$ cat src/rtl/burst4_pkg.sv
// constants shared by both ends of the burst-of-four dual-port sram link
// assumes one system clock; every link edge lasts at least one system cycle
package burst4_pkg;
  localparam int DATA_W        = 18;  // data bits per beat
  localparam int BYTE_W        = 9;   // bits gated by one byte enable
  localparam int BURST_LEN     = 4;   // fixed beats per burst
  localparam int BEAT_W        = 2;   // address bits taken by the burst counter
  localparam int ADDR_W        = 6;   // word address width of the array
  localparam int RD_FIRST_AGE  = 3;   // link edges from read command to first beat
  localparam int WR_FIRST_AGE  = 2;   // link edges from write command to first beat
  localparam int AGE_N         = RD_FIRST_AGE + BURST_LEN;  // tracked command ages
  localparam int RD_MAX_PEND   = 2;   // reads in flight at most
  localparam int FIFO_DEPTH    = 8;   // write words buffered in the controller
  localparam int CLK_PERIOD_NS = 50;  // system clock period
endpackage

$ cat src/rtl/burst_link_if.sv
// link between the memory controller and the sram port model
// assumes the testbench resolves the read data wire from q and q_oe
`timescale 1ns/1ns
interface burst_link_if #(parameter int ADDR_W = burst4_pkg::ADDR_W);
  logic                          k;
  logic                          k_n;
  logic                          c;
  logic                          c_n;
  logic                          rd_sel_n;
  logic                          wr_sel_n;
  logic [ADDR_W-1:0]             addr;
  logic [burst4_pkg::DATA_W-1:0] d;
  logic                          byte_enable_lo_n;
  logic                          byte_enable_hi_n;
  logic [burst4_pkg::DATA_W-1:0] q;
  logic                          q_oe;

  modport dev (input k, k_n, c, c_n, rd_sel_n, wr_sel_n, addr, d,
               byte_enable_lo_n, byte_enable_hi_n, output q, q_oe);
  modport ctl (output k, k_n, c, c_n, rd_sel_n, wr_sel_n, addr, d,
               byte_enable_lo_n, byte_enable_hi_n, input q, q_oe);
endinterface

$ cat src/rtl/sync_fifo.sv
// small synchronous fifo with valid/ready on both sides
// assumes one clock; storage is flip-flops addressed by pointer
`timescale 1ns/1ns
module sync_fifo #(
  parameter int WIDTH = 26,
  parameter int DEPTH = burst4_pkg::FIFO_DEPTH
) (
  input  wire logic             i_clock,
  input  wire logic             i_nrst,
  input  wire logic             i_in_valid,
  output logic                  o_in_ready,
  input  wire logic [WIDTH-1:0] i_in_data,
  output logic                  o_out_valid,
  input  wire logic             i_out_ready,
  output logic      [WIDTH-1:0] o_out_data
);
  localparam int PTR_W = $clog2(DEPTH);

  typedef struct packed {
    logic [DEPTH-1:0][WIDTH-1:0] mem;
    logic [PTR_W-1:0]            wp;
    logic [PTR_W-1:0]            rp;
    logic [PTR_W:0]              cnt;
    logic                        in_ready;
    logic                        out_valid;
  } fifo_state_type;

  fifo_state_type r;
  fifo_state_type n;
  logic           push;
  logic           pop;

  // flags are rebuilt from the next count so both stay registered
  always_comb
  begin
    n    = r;
    push = i_in_valid & r.in_ready;
    pop  = i_out_ready & r.out_valid;
    if (push)
    begin
      n.mem[r.wp] = i_in_data;
      n.wp        = (r.wp == PTR_W'(DEPTH - 1)) ? '0 : r.wp + 1'b1;
    end
    if (pop)
      n.rp = (r.rp == PTR_W'(DEPTH - 1)) ? '0 : r.rp + 1'b1;
    n.cnt       = r.cnt + (PTR_W+1)'(push) - (PTR_W+1)'(pop);
    n.in_ready  = (n.cnt != (PTR_W+1)'(DEPTH));
    n.out_valid = (n.cnt != '0);
  end

  always_ff @(posedge i_clock or negedge i_nrst)
  begin
    if (!i_nrst)
      r <= '{default: '0, in_ready: 1'b1};
    else
      r <= n;
  end

  assign o_in_ready  = r.in_ready;
  assign o_out_valid = r.out_valid;
  assign o_out_data  = r.mem[r.rp];
endmodule

$ cat src/rtl/burst_sram_ctl.sv
// controller end: drives link clocks, selects and write beats
// assumes the user side is synchronous; k toggles once per system cycle
// while running, so a link edge is one cycle and a k period is two
`timescale 1ns/1ns
module burst_sram_ctl #(
  parameter int ADDR_W = burst4_pkg::ADDR_W
) (
  input  wire logic                                         i_clock,
  input  wire logic                                         i_nrst,
  burst_link_if.ctl                                         link,
  input  wire logic                                         i_rd_valid,
  input  wire logic [ADDR_W-1:0]                            i_rd_addr,
  output logic                                              o_rd_ready,
  output logic [burst4_pkg::BURST_LEN*burst4_pkg::DATA_W-1:0] o_rd_data,
  output logic                                              o_rd_data_valid,
  input  wire logic                                         i_wr_valid,
  input  wire logic [ADDR_W+1+burst4_pkg::DATA_W:0]         i_wr_word,
  output logic                                              o_wr_ready,
  input  wire logic                                         i_stop_req,
  input  wire logic                                         i_single_clock,
  output logic                                              o_clock_stopped
);
  localparam int DW  = burst4_pkg::DATA_W;
  localparam int BL  = burst4_pkg::BURST_LEN;
  localparam int WW  = ADDR_W + 2 + DW;  // {addr, hi_n, lo_n, data}

  typedef struct packed {
    logic                k;
    logic                ran;
    logic                rd_sel_n;
    logic                wr_sel_n;
    logic [ADDR_W-1:0]   addr;
    logic [DW-1:0]       d;
    logic                be_lo_n;
    logic                be_hi_n;
    logic                rd_gap;
    logic [1:0]          rd_pend;
    logic                rd_ready;
    logic [BL-1:0][DW-1:0] cap;
    logic [1:0]          cap_cnt;
    logic [BL*DW-1:0]    rd_data;
    logic                rd_valid;
    logic [BL-1:0][WW-1:0] stg;
    logic [2:0]          stg_cnt;
    logic                wr_act;
    logic [2:0]          wr_age;
    logic                c_hi;
    logic                stopped;
  } ctl_state_type;

  ctl_state_type r;
  ctl_state_type n;
  logic          run;
  logic          rd_take;
  logic          wr_take;
  logic [1:0]    wr_beat;
  logic          f_valid;
  logic          f_ready;
  logic [WW-1:0] f_word;

  // write words wait here; the staging slot drains it only between bursts
  sync_fifo #(
    .WIDTH (WW),
    .DEPTH (burst4_pkg::FIFO_DEPTH)
  ) u_wr_fifo (
    .i_clock     (i_clock),
    .i_nrst      (i_nrst),
    .i_in_valid  (i_wr_valid),
    .o_in_ready  (o_wr_ready),
    .i_in_data   (i_wr_word),
    .o_out_valid (f_valid),
    .i_out_ready (f_ready),
    .o_out_data  (f_word)
  );

  assign f_ready = (r.stg_cnt != 3'(BL)) & ~r.wr_act;

  always_comb
  begin
    n = r;
    wr_beat = 2'h0;
    // a read already handed over keeps the clock running, else it is lost
    rd_take = r.rd_ready & i_rd_valid;
    // clock stops only once every burst has finished
    run     = ~(i_stop_req & (r.rd_pend == 2'h0) & ~r.wr_act &
                (r.stg_cnt != 3'(BL)) & ~rd_take);
    wr_take = run & ~r.k & ~rd_take & (r.stg_cnt == 3'(BL)) & ~r.wr_act;
    n.ran     = run;
    n.stopped = ~run;
    n.c_hi    = i_single_clock;

    // fill the burst staging slot from the fifo
    if (f_ready & f_valid)
    begin
      n.stg[r.stg_cnt[1:0]] = f_word;
      n.stg_cnt             = r.stg_cnt + 3'h1;
    end

    if (run)
    begin
      n.k        = ~r.k;
      n.rd_sel_n = 1'b1;
      n.wr_sel_n = 1'b1;
      n.be_lo_n  = 1'b1;
      n.be_hi_n  = 1'b1;
      if (!r.k)
        n.rd_gap = 1'b0;
      // commands go out with the k rise
      if (rd_take)
      begin
        n.rd_sel_n = 1'b0;
        n.addr     = i_rd_addr;
        n.rd_gap   = 1'b1;
      end
      else if (wr_take)
      begin
        n.wr_sel_n = 1'b0;
        n.addr     = r.stg[0][WW-1:DW+2];
        n.wr_act   = 1'b1;
        n.wr_age   = 3'h0;
      end
      // write beats follow the command on edges 2..5
      if (r.wr_act)
      begin
        n.wr_age = r.wr_age + 3'h1;
        // first beat edge maps to staging slot 0
        wr_beat  = n.wr_age[1:0] - 2'(burst4_pkg::WR_FIRST_AGE);
        if (n.wr_age >= 3'(burst4_pkg::WR_FIRST_AGE))
        begin
          n.d       = r.stg[wr_beat][DW-1:0];
          n.be_lo_n = r.stg[wr_beat][DW];
          n.be_hi_n = r.stg[wr_beat][DW+1];
        end
        if (n.wr_age == 3'(burst4_pkg::WR_FIRST_AGE + BL - 1))
        begin
          n.wr_act  = 1'b0;
          n.stg_cnt = 3'h0;
        end
      end
    end

    // one beat per cycle after a running cycle; stale frozen data ignored
    n.rd_valid = 1'b0;
    if (r.ran & link.q_oe & (r.rd_pend != 2'h0))
    begin
      n.cap[r.cap_cnt] = link.q;
      n.cap_cnt        = r.cap_cnt + 2'h1;
      if (r.cap_cnt == 2'(BL - 1))
      begin
        n.rd_data  = {link.q, r.cap[2], r.cap[1], r.cap[0]};
        n.rd_valid = 1'b1;
      end
    end
    n.rd_pend = r.rd_pend + 2'(rd_take) - 2'(n.rd_valid);
    // ready only ahead of a k rise that is not right after a read
    n.rd_ready = run & n.k == 1'b0 & ~n.rd_gap &
                 (n.rd_pend != 2'(burst4_pkg::RD_MAX_PEND));
  end

  always_ff @(posedge i_clock or negedge i_nrst)
  begin
    if (!i_nrst)
      r <= '{default: '0, rd_sel_n: 1'b1, wr_sel_n: 1'b1,
             be_lo_n: 1'b1, be_hi_n: 1'b1};
    else
      r <= n;
  end

  // c pair follows k unless single clock mode holds both high
  assign link.k             = r.k;
  assign link.k_n           = ~r.k;
  assign link.c             = r.c_hi | r.k;
  assign link.c_n           = r.c_hi | ~r.k;
  assign link.rd_sel_n      = r.rd_sel_n;
  assign link.wr_sel_n      = r.wr_sel_n;
  assign link.addr          = r.addr;
  assign link.d             = r.d;
  assign link.byte_enable_lo_n = r.be_lo_n;
  assign link.byte_enable_hi_n = r.be_hi_n;
  assign o_rd_ready         = r.rd_ready;
  assign o_rd_data          = r.rd_data;
  assign o_rd_data_valid    = r.rd_valid;
  assign o_clock_stopped    = r.stopped;
endmodule

$ cat src/flat_wrapper.sv
// flat-port wrapper written by rule: the top's interface ports become plain ports
module burst_sram_ctl_flat 
#(
  parameter int ADDR_W = burst4_pkg::ADDR_W
)
  (i_clock, i_nrst, i_rd_valid, i_rd_addr, o_rd_ready, o_rd_data, o_rd_data_valid, i_wr_valid, i_wr_word, o_wr_ready, i_stop_req, i_single_clock, o_clock_stopped, link_k, link_k_n, link_c, link_c_n, link_rd_sel_n, link_wr_sel_n, link_addr, link_d, link_byte_enable_lo_n, link_byte_enable_hi_n, link_q, link_q_oe);
  burst_link_if #(.ADDR_W(ADDR_W)) link_i ();
  input  wire logic i_clock;
  input  wire logic i_nrst;
  input  wire logic i_rd_valid;
  input  wire logic [ADDR_W-1:0] i_rd_addr;
  output logic o_rd_ready;
  output logic [burst4_pkg::BURST_LEN*burst4_pkg::DATA_W-1:0] o_rd_data;
  output logic o_rd_data_valid;
  input  wire logic i_wr_valid;
  input  wire logic [ADDR_W+1+burst4_pkg::DATA_W:0] i_wr_word;
  output logic o_wr_ready;
  input  wire logic i_stop_req;
  input  wire logic i_single_clock;
  output logic o_clock_stopped;
  output wire logic [$bits(link_i.k)-1:0] link_k;
  output wire logic [$bits(link_i.k_n)-1:0] link_k_n;
  output wire logic [$bits(link_i.c)-1:0] link_c;
  output wire logic [$bits(link_i.c_n)-1:0] link_c_n;
  output wire logic [$bits(link_i.rd_sel_n)-1:0] link_rd_sel_n;
  output wire logic [$bits(link_i.wr_sel_n)-1:0] link_wr_sel_n;
  output wire logic [$bits(link_i.addr)-1:0] link_addr;
  output wire logic [$bits(link_i.d)-1:0] link_d;
  output wire logic [$bits(link_i.byte_enable_lo_n)-1:0] link_byte_enable_lo_n;
  output wire logic [$bits(link_i.byte_enable_hi_n)-1:0] link_byte_enable_hi_n;
  input wire logic [$bits(link_i.q)-1:0] link_q;
  input wire logic [$bits(link_i.q_oe)-1:0] link_q_oe;
  assign link_k = link_i.k;
  assign link_k_n = link_i.k_n;
  assign link_c = link_i.c;
  assign link_c_n = link_i.c_n;
  assign link_rd_sel_n = link_i.rd_sel_n;
  assign link_wr_sel_n = link_i.wr_sel_n;
  assign link_addr = link_i.addr;
  assign link_d = link_i.d;
  assign link_byte_enable_lo_n = link_i.byte_enable_lo_n;
  assign link_byte_enable_hi_n = link_i.byte_enable_hi_n;
  assign link_i.q = link_q;
  assign link_i.q_oe = link_q_oe;
  burst_sram_ctl #(.ADDR_W(ADDR_W)) u_core (.i_clock(i_clock), .i_nrst(i_nrst), .link(link_i), .i_rd_valid(i_rd_valid), .i_rd_addr(i_rd_addr), .o_rd_ready(o_rd_ready), .o_rd_data(o_rd_data), .o_rd_data_valid(o_rd_data_valid), .i_wr_valid(i_wr_valid), .i_wr_word(i_wr_word), .o_wr_ready(o_wr_ready), .i_stop_req(i_stop_req), .i_single_clock(i_single_clock), .o_clock_stopped(o_clock_stopped));
endmodule
$ cat config.mk
export PLATFORM = sky130hd
export DESIGN_NAME = burst_sram_ctl_flat
export DESIGN_NICKNAME = d
export VERILOG_FILES = /design/src/rtl/burst4_pkg.sv /design/src/rtl/burst_link_if.sv /design/src/rtl/sync_fifo.sv /design/src/rtl/burst_sram_ctl.sv /design/src/flat_wrapper.sv
export SDC_FILE = /design/constraint.sdc
export NUM_CORES = 1
export LEC_CHECK = 0
export BUFFER_PORTS_ARGS = -buffer_cell sky130_fd_sc_hd__buf_4
export CAP_MARGIN = 5
export CELL_PAD_IN_SITES_DETAIL_PLACEMENT = 0
export CELL_PAD_IN_SITES_GLOBAL_PLACEMENT = 1
export CORE_MARGIN = 2
export CORE_UTILIZATION = 51
export DETAILED_ROUTE_END_ITERATION = 10
export PLACE_DENSITY_LB_ADDON = 0.1
export SETUP_SLACK_MARGIN = 0.02
export SLEW_MARGIN = 0
export SYNTH_ARGS = -nofsm -noshare
export SYNTH_HDL_FRONTEND = slang
export SYNTH_SLANG_ARGS = --single-unit
$ cat constraint.sdc
create_clock -name i_clock -period 2.8 [get_ports i_clock]
set_input_delay 0.14 -clock i_clock [delete_from_list [all_inputs] [get_ports i_clock]]
set_output_delay 0.14 -clock i_clock [all_outputs]
set_load 0.05 [all_outputs]
==> results.py <==
metrics = {
    "sta": {
        "hold_violations": 0,
        "tightest_slew_ns": 0.7584,
        "fin_crit_ns": 2.431,
        "skew_ns": 0.01622,
        "maxSlewViolCount": 0,
        "fin_ws_ns": 0.3688,
        "relSlewSlack_pct": 49.44,
        "fmax_mhz": 411.3,
        "finalSetupViolCount": 0,
        "finalCritPeriodShare_pct": 86.83,
        "rsz0062_at_grt": "false",
        "setup-tns-final_ns": 0,
    },
    "critical_path": {
        "crit_family": "adder cells",
        "cp_slowest_cell": "fa_1",
        "cp-start-kind": "flop",
        "reg2reg_depth": 12,
        "crit_path_max_fanout": 7,
        "crit_path_end_kind": "flop",
        "crit_top_cell": "inv_1",
        "crit_type": "reg -> reg",
        "cp.arrival_ns": 2.88,
        "max_stage_delay_ns": 0.47,
        "cp_num_cells": 12,
        "cp_num_buf_inv": 3,
        "cp.required_ns": 3.25,
        "path_cells": "inv_1, ha_1, nand2_2, and2_1, nand2_1, nand2_1, ha_1, inv_1, fa_1, inv_1, nor3_1, nand2b_1",
    },
    "die": {
        "die_area_sq_um": 43070,
        "rows": 74,
        "ios": 165,
        "fp.dieH_microns": 207.5,
        "core_area_sq_um": 40830,
        "start_util_pct": 51.74,
        "die_w_microns": 207.5,
    },
    "logic_synthesis": {
        "ys_warn_count": 0,
        "yosys.area.top_type_share_pct": 56.02,
        "avgSynthCellArea_sq_um": 15.01,
        "synth.distinct_cells": 54,
        "synth_top_area_cell": "dfrtp_1",
        "synth_edf_count": 0,
        "syn_area_sq_um": 21130,
        "async_flop_share_pct": 100.0,
        "post_synth_xor_area_fraction_pct": 0.3731,
        "synth-adder-area-share_pct": 1.338,
        "seq_area_frac_synth_pct": 56.64,
        "syn_inst": 1408,
        "synthTopCellsByArea": "dfrtp_1 56%, mux2_2 25%, buf_4 3.8%",
        "synth_top_family_by_area": "multiplexers",
        "synth.net_count": 1487,
        "synthSimpleGateAreaFrac_pct": 2.079,
        "ys_seq_elements": 478,
        "synth-compound-area-share_pct": 2.902,
        "synth_ff_type": "dfrtp_1",
        "muxShareOfSynthArea_pct": 30.85,
    },
    "clock_network": {
        "cts_tree": "built",
        "cts-root-buf": "clkbuf_16",
        "numCtsBuffers": 50,
        "clk_pin_slew_ns": 0.06,
        "clockBufferDepth": 3,
        "clock_latency_ns": 0.58,
        "clkSinkCount": 478,
        "cts.htree.levels": 2,
    },
    "detailed_routing": {
        "drt-total-wl_microns": 43590,
        "drc": 0,
        "routedWlPerCell_microns": 20.35,
        "initialDrtViolationCount": 457,
        "antenna_left": 0,
        "viasPerCell": 5.450,
        "firstDrtPassIters": 4,
        "vias": 11670,
    },
    "run_status": {
        "status": "finished, final reports clean",
    },
    "placement": {
        "io_buffers": 164,
        "dp_slack_ns": 0.06841,
        "place_congestion": 0.7175,
        "hpwl_microns": 27110,
        "placed_area_sq_um": 22550,
    },
    "cells_and_area": {
        "stdcell_area_sq_um": 24730,
        "syn_to_final_growth_pct": 17.05,
        "multi_input_area_sq_um": 7976,
        "nets": 1652,
        "fill_cells": 3178,
        "regArea_sq_um": 11970,
        "drive_gt1_share_pct": 51.34,
    },
    "min_path": {
        "hold_class": "in -> reg",
        "hold_path_depth": 4,
    },
    "global_routing": {
        "grt_pass1_vias": 12350,
        "grt_max_degree": 89,
        "track_usage_pct": 20.69,
        "grt_pass1_wl_microns": 70990,
        "grt-ovfl-total": 0,
        "antenna_found_initial": 1,
    },
    "run": {
        "max-cap-violations": 0,
    },
    "pwr": {
        "ir_worst_vdd_mv": 0.5976,
        "power.leakage_nw": 11.15,
        "p_per_area_nw_per_um2": 1364,
        "totalPowerFinal_mw": 33.72,
    },
}
## metal layers
metal | routed length, microns | GRT usage (%) | share of wire [%]
met3 | 1757 | 3.540 | 4.0
met5 | 0 | 0 | 0
met1 | 20910 | 30.21 | 48
met4 | 711 | 4.778 | 1.6
met2 | 20220 | 32.57 | 46
## repair_timing
action	4_1_cts	5_1_grt
endpoints found under the setup margin	0	7
endpoints found under the hold margin	369	0
buffers inserted	0	0
hold buffers	53	0
resized for setup	0	3
## final cells by class
type | count | share of cell area, %
Antenna cell | 1 | 0.01012
Clock buffer | 83 | 6.385
Clock inverter | 5 | 0.2226
Inverter | 22 | 0.3339
Multi-Input combinational cell | 742 | 32.25
Sequential cell | 478 | 48.41
Tap cell | 532 | 2.692
Timing Repair Buffer | 279 | 9.694
## cell families (layout without fill, tap and decap cells)
| logic type | Yosys count | in the layout |
|---|---|---|
| muxes | 558 | 558 |
| DFF | 478 | 478 |
| buffers and inverters | 188 | 389 |
| AOI/OAI and AO/OA | 82 | 82 |
| and+or+nand+nor | 71 | 71 |
| adders and majority gates | 22 | 22 |
| xor gates and xnor gates | 9 | 9 |
| other | 0 | 1 |
## path summary, 6_finish.rpt
check                                                    startpoint                                endpoint  slack (ns)
min in group asynchronous                                    i_nrst         u_core.o_rd_data[3]$_DFFE_PN0P_        0.17
max in group asynchronous                                    i_nrst                u_core.r[73]$_DFFE_PN0P_        1.65
worst min register to register  u_core.u_wr_fifo.r[169]$_DFFE_PN0P_     u_core.u_wr_fifo.r[169]$_DFFE_PN0P_        0.48
worst min-delay path                                     i_wr_valid         u_core.u_wr_fifo.r[2]$_DFF_PN0_        0.05
worst max-delay path                          u_core.r[6]$_DFF_PN0_  u_core.u_wr_fifo.o_out_valid$_DFF_PN0_        0.37
worst max register to register                u_core.r[6]$_DFF_PN0_  u_core.u_wr_fifo.o_out_valid$_DFF_PN0_        0.37
## power breakdown
part | leakage (nW) | internal (mW) | switching [mW] | total, mW
Combinational | 4.60 | 7.30 | 7.57 | 14.9
Clock | 0.795 | 3.91 | 2.61 | 6.52
Sequential | 5.75 | 10.4 | 1.90 | 12.3
## Yosys cell counts, drive strengths merged, types with 8 or more instances
cell and instances:
mux2 486, dfrtp 473, buf 152, mux2i 52
nand2 31, o22ai 23, inv 22, ha 21
a221oi 20, mux4 20, clkbuf 14, o21ai 10
a221o 9, nor2 8
## state kept, by name, summed over array words and instances (netlist names), 6 cells and up
name / flops
u_core.u_wr_fifo.r: 218
u_core.link.d: 18
u_core.r: 154
u_core.o_rd_data: 72
u_core.link.addr: 6
## worst register-to-register path, cell delays in order, from the launching register on
cell and delay [ns]:
dfrtp_1 0.41, inv_1 0.08, ha_1 0.24, nand2_2 0.17, and2_1 0.17, nand2_1 0.09, nand2_1 0.07, ha_1 0.16
inv_1 0.05, fa_1 0.47, inv_1 0.04, nor3_1 0.27, nand2b_1 0.08
## placed cells by master (no fill, tap or decap), types with 14 or more instances in the layout
cell type      count
ha_1              21
mux4_2            20
nand2_1           27
o22ai_1           23
clkbuf_1          16
clkbuf_8          14
mux2_2           463
clkbuf_16         53
inv_1             21
buf_4            212
dlygate4sd3_1     53
mux2_4            20
mux2i_1           52
dfrtp_1          472
a221oi_1          20
## through the flow
stage	hold slack, ns	util, %	std cells
6_report	0.05179	60.57	2142
3_3_place_gp	0.2188	55.22	2000
4_1_cts	0.02309	60.53	2141
2_1_floorplan	-0.1556	-	1408
5_1_grt	0.06123	60.56	2141
3_5_place_dp	0.2195	55.22	2000
No activity file was read; power rests on OpenSTA's default activity.
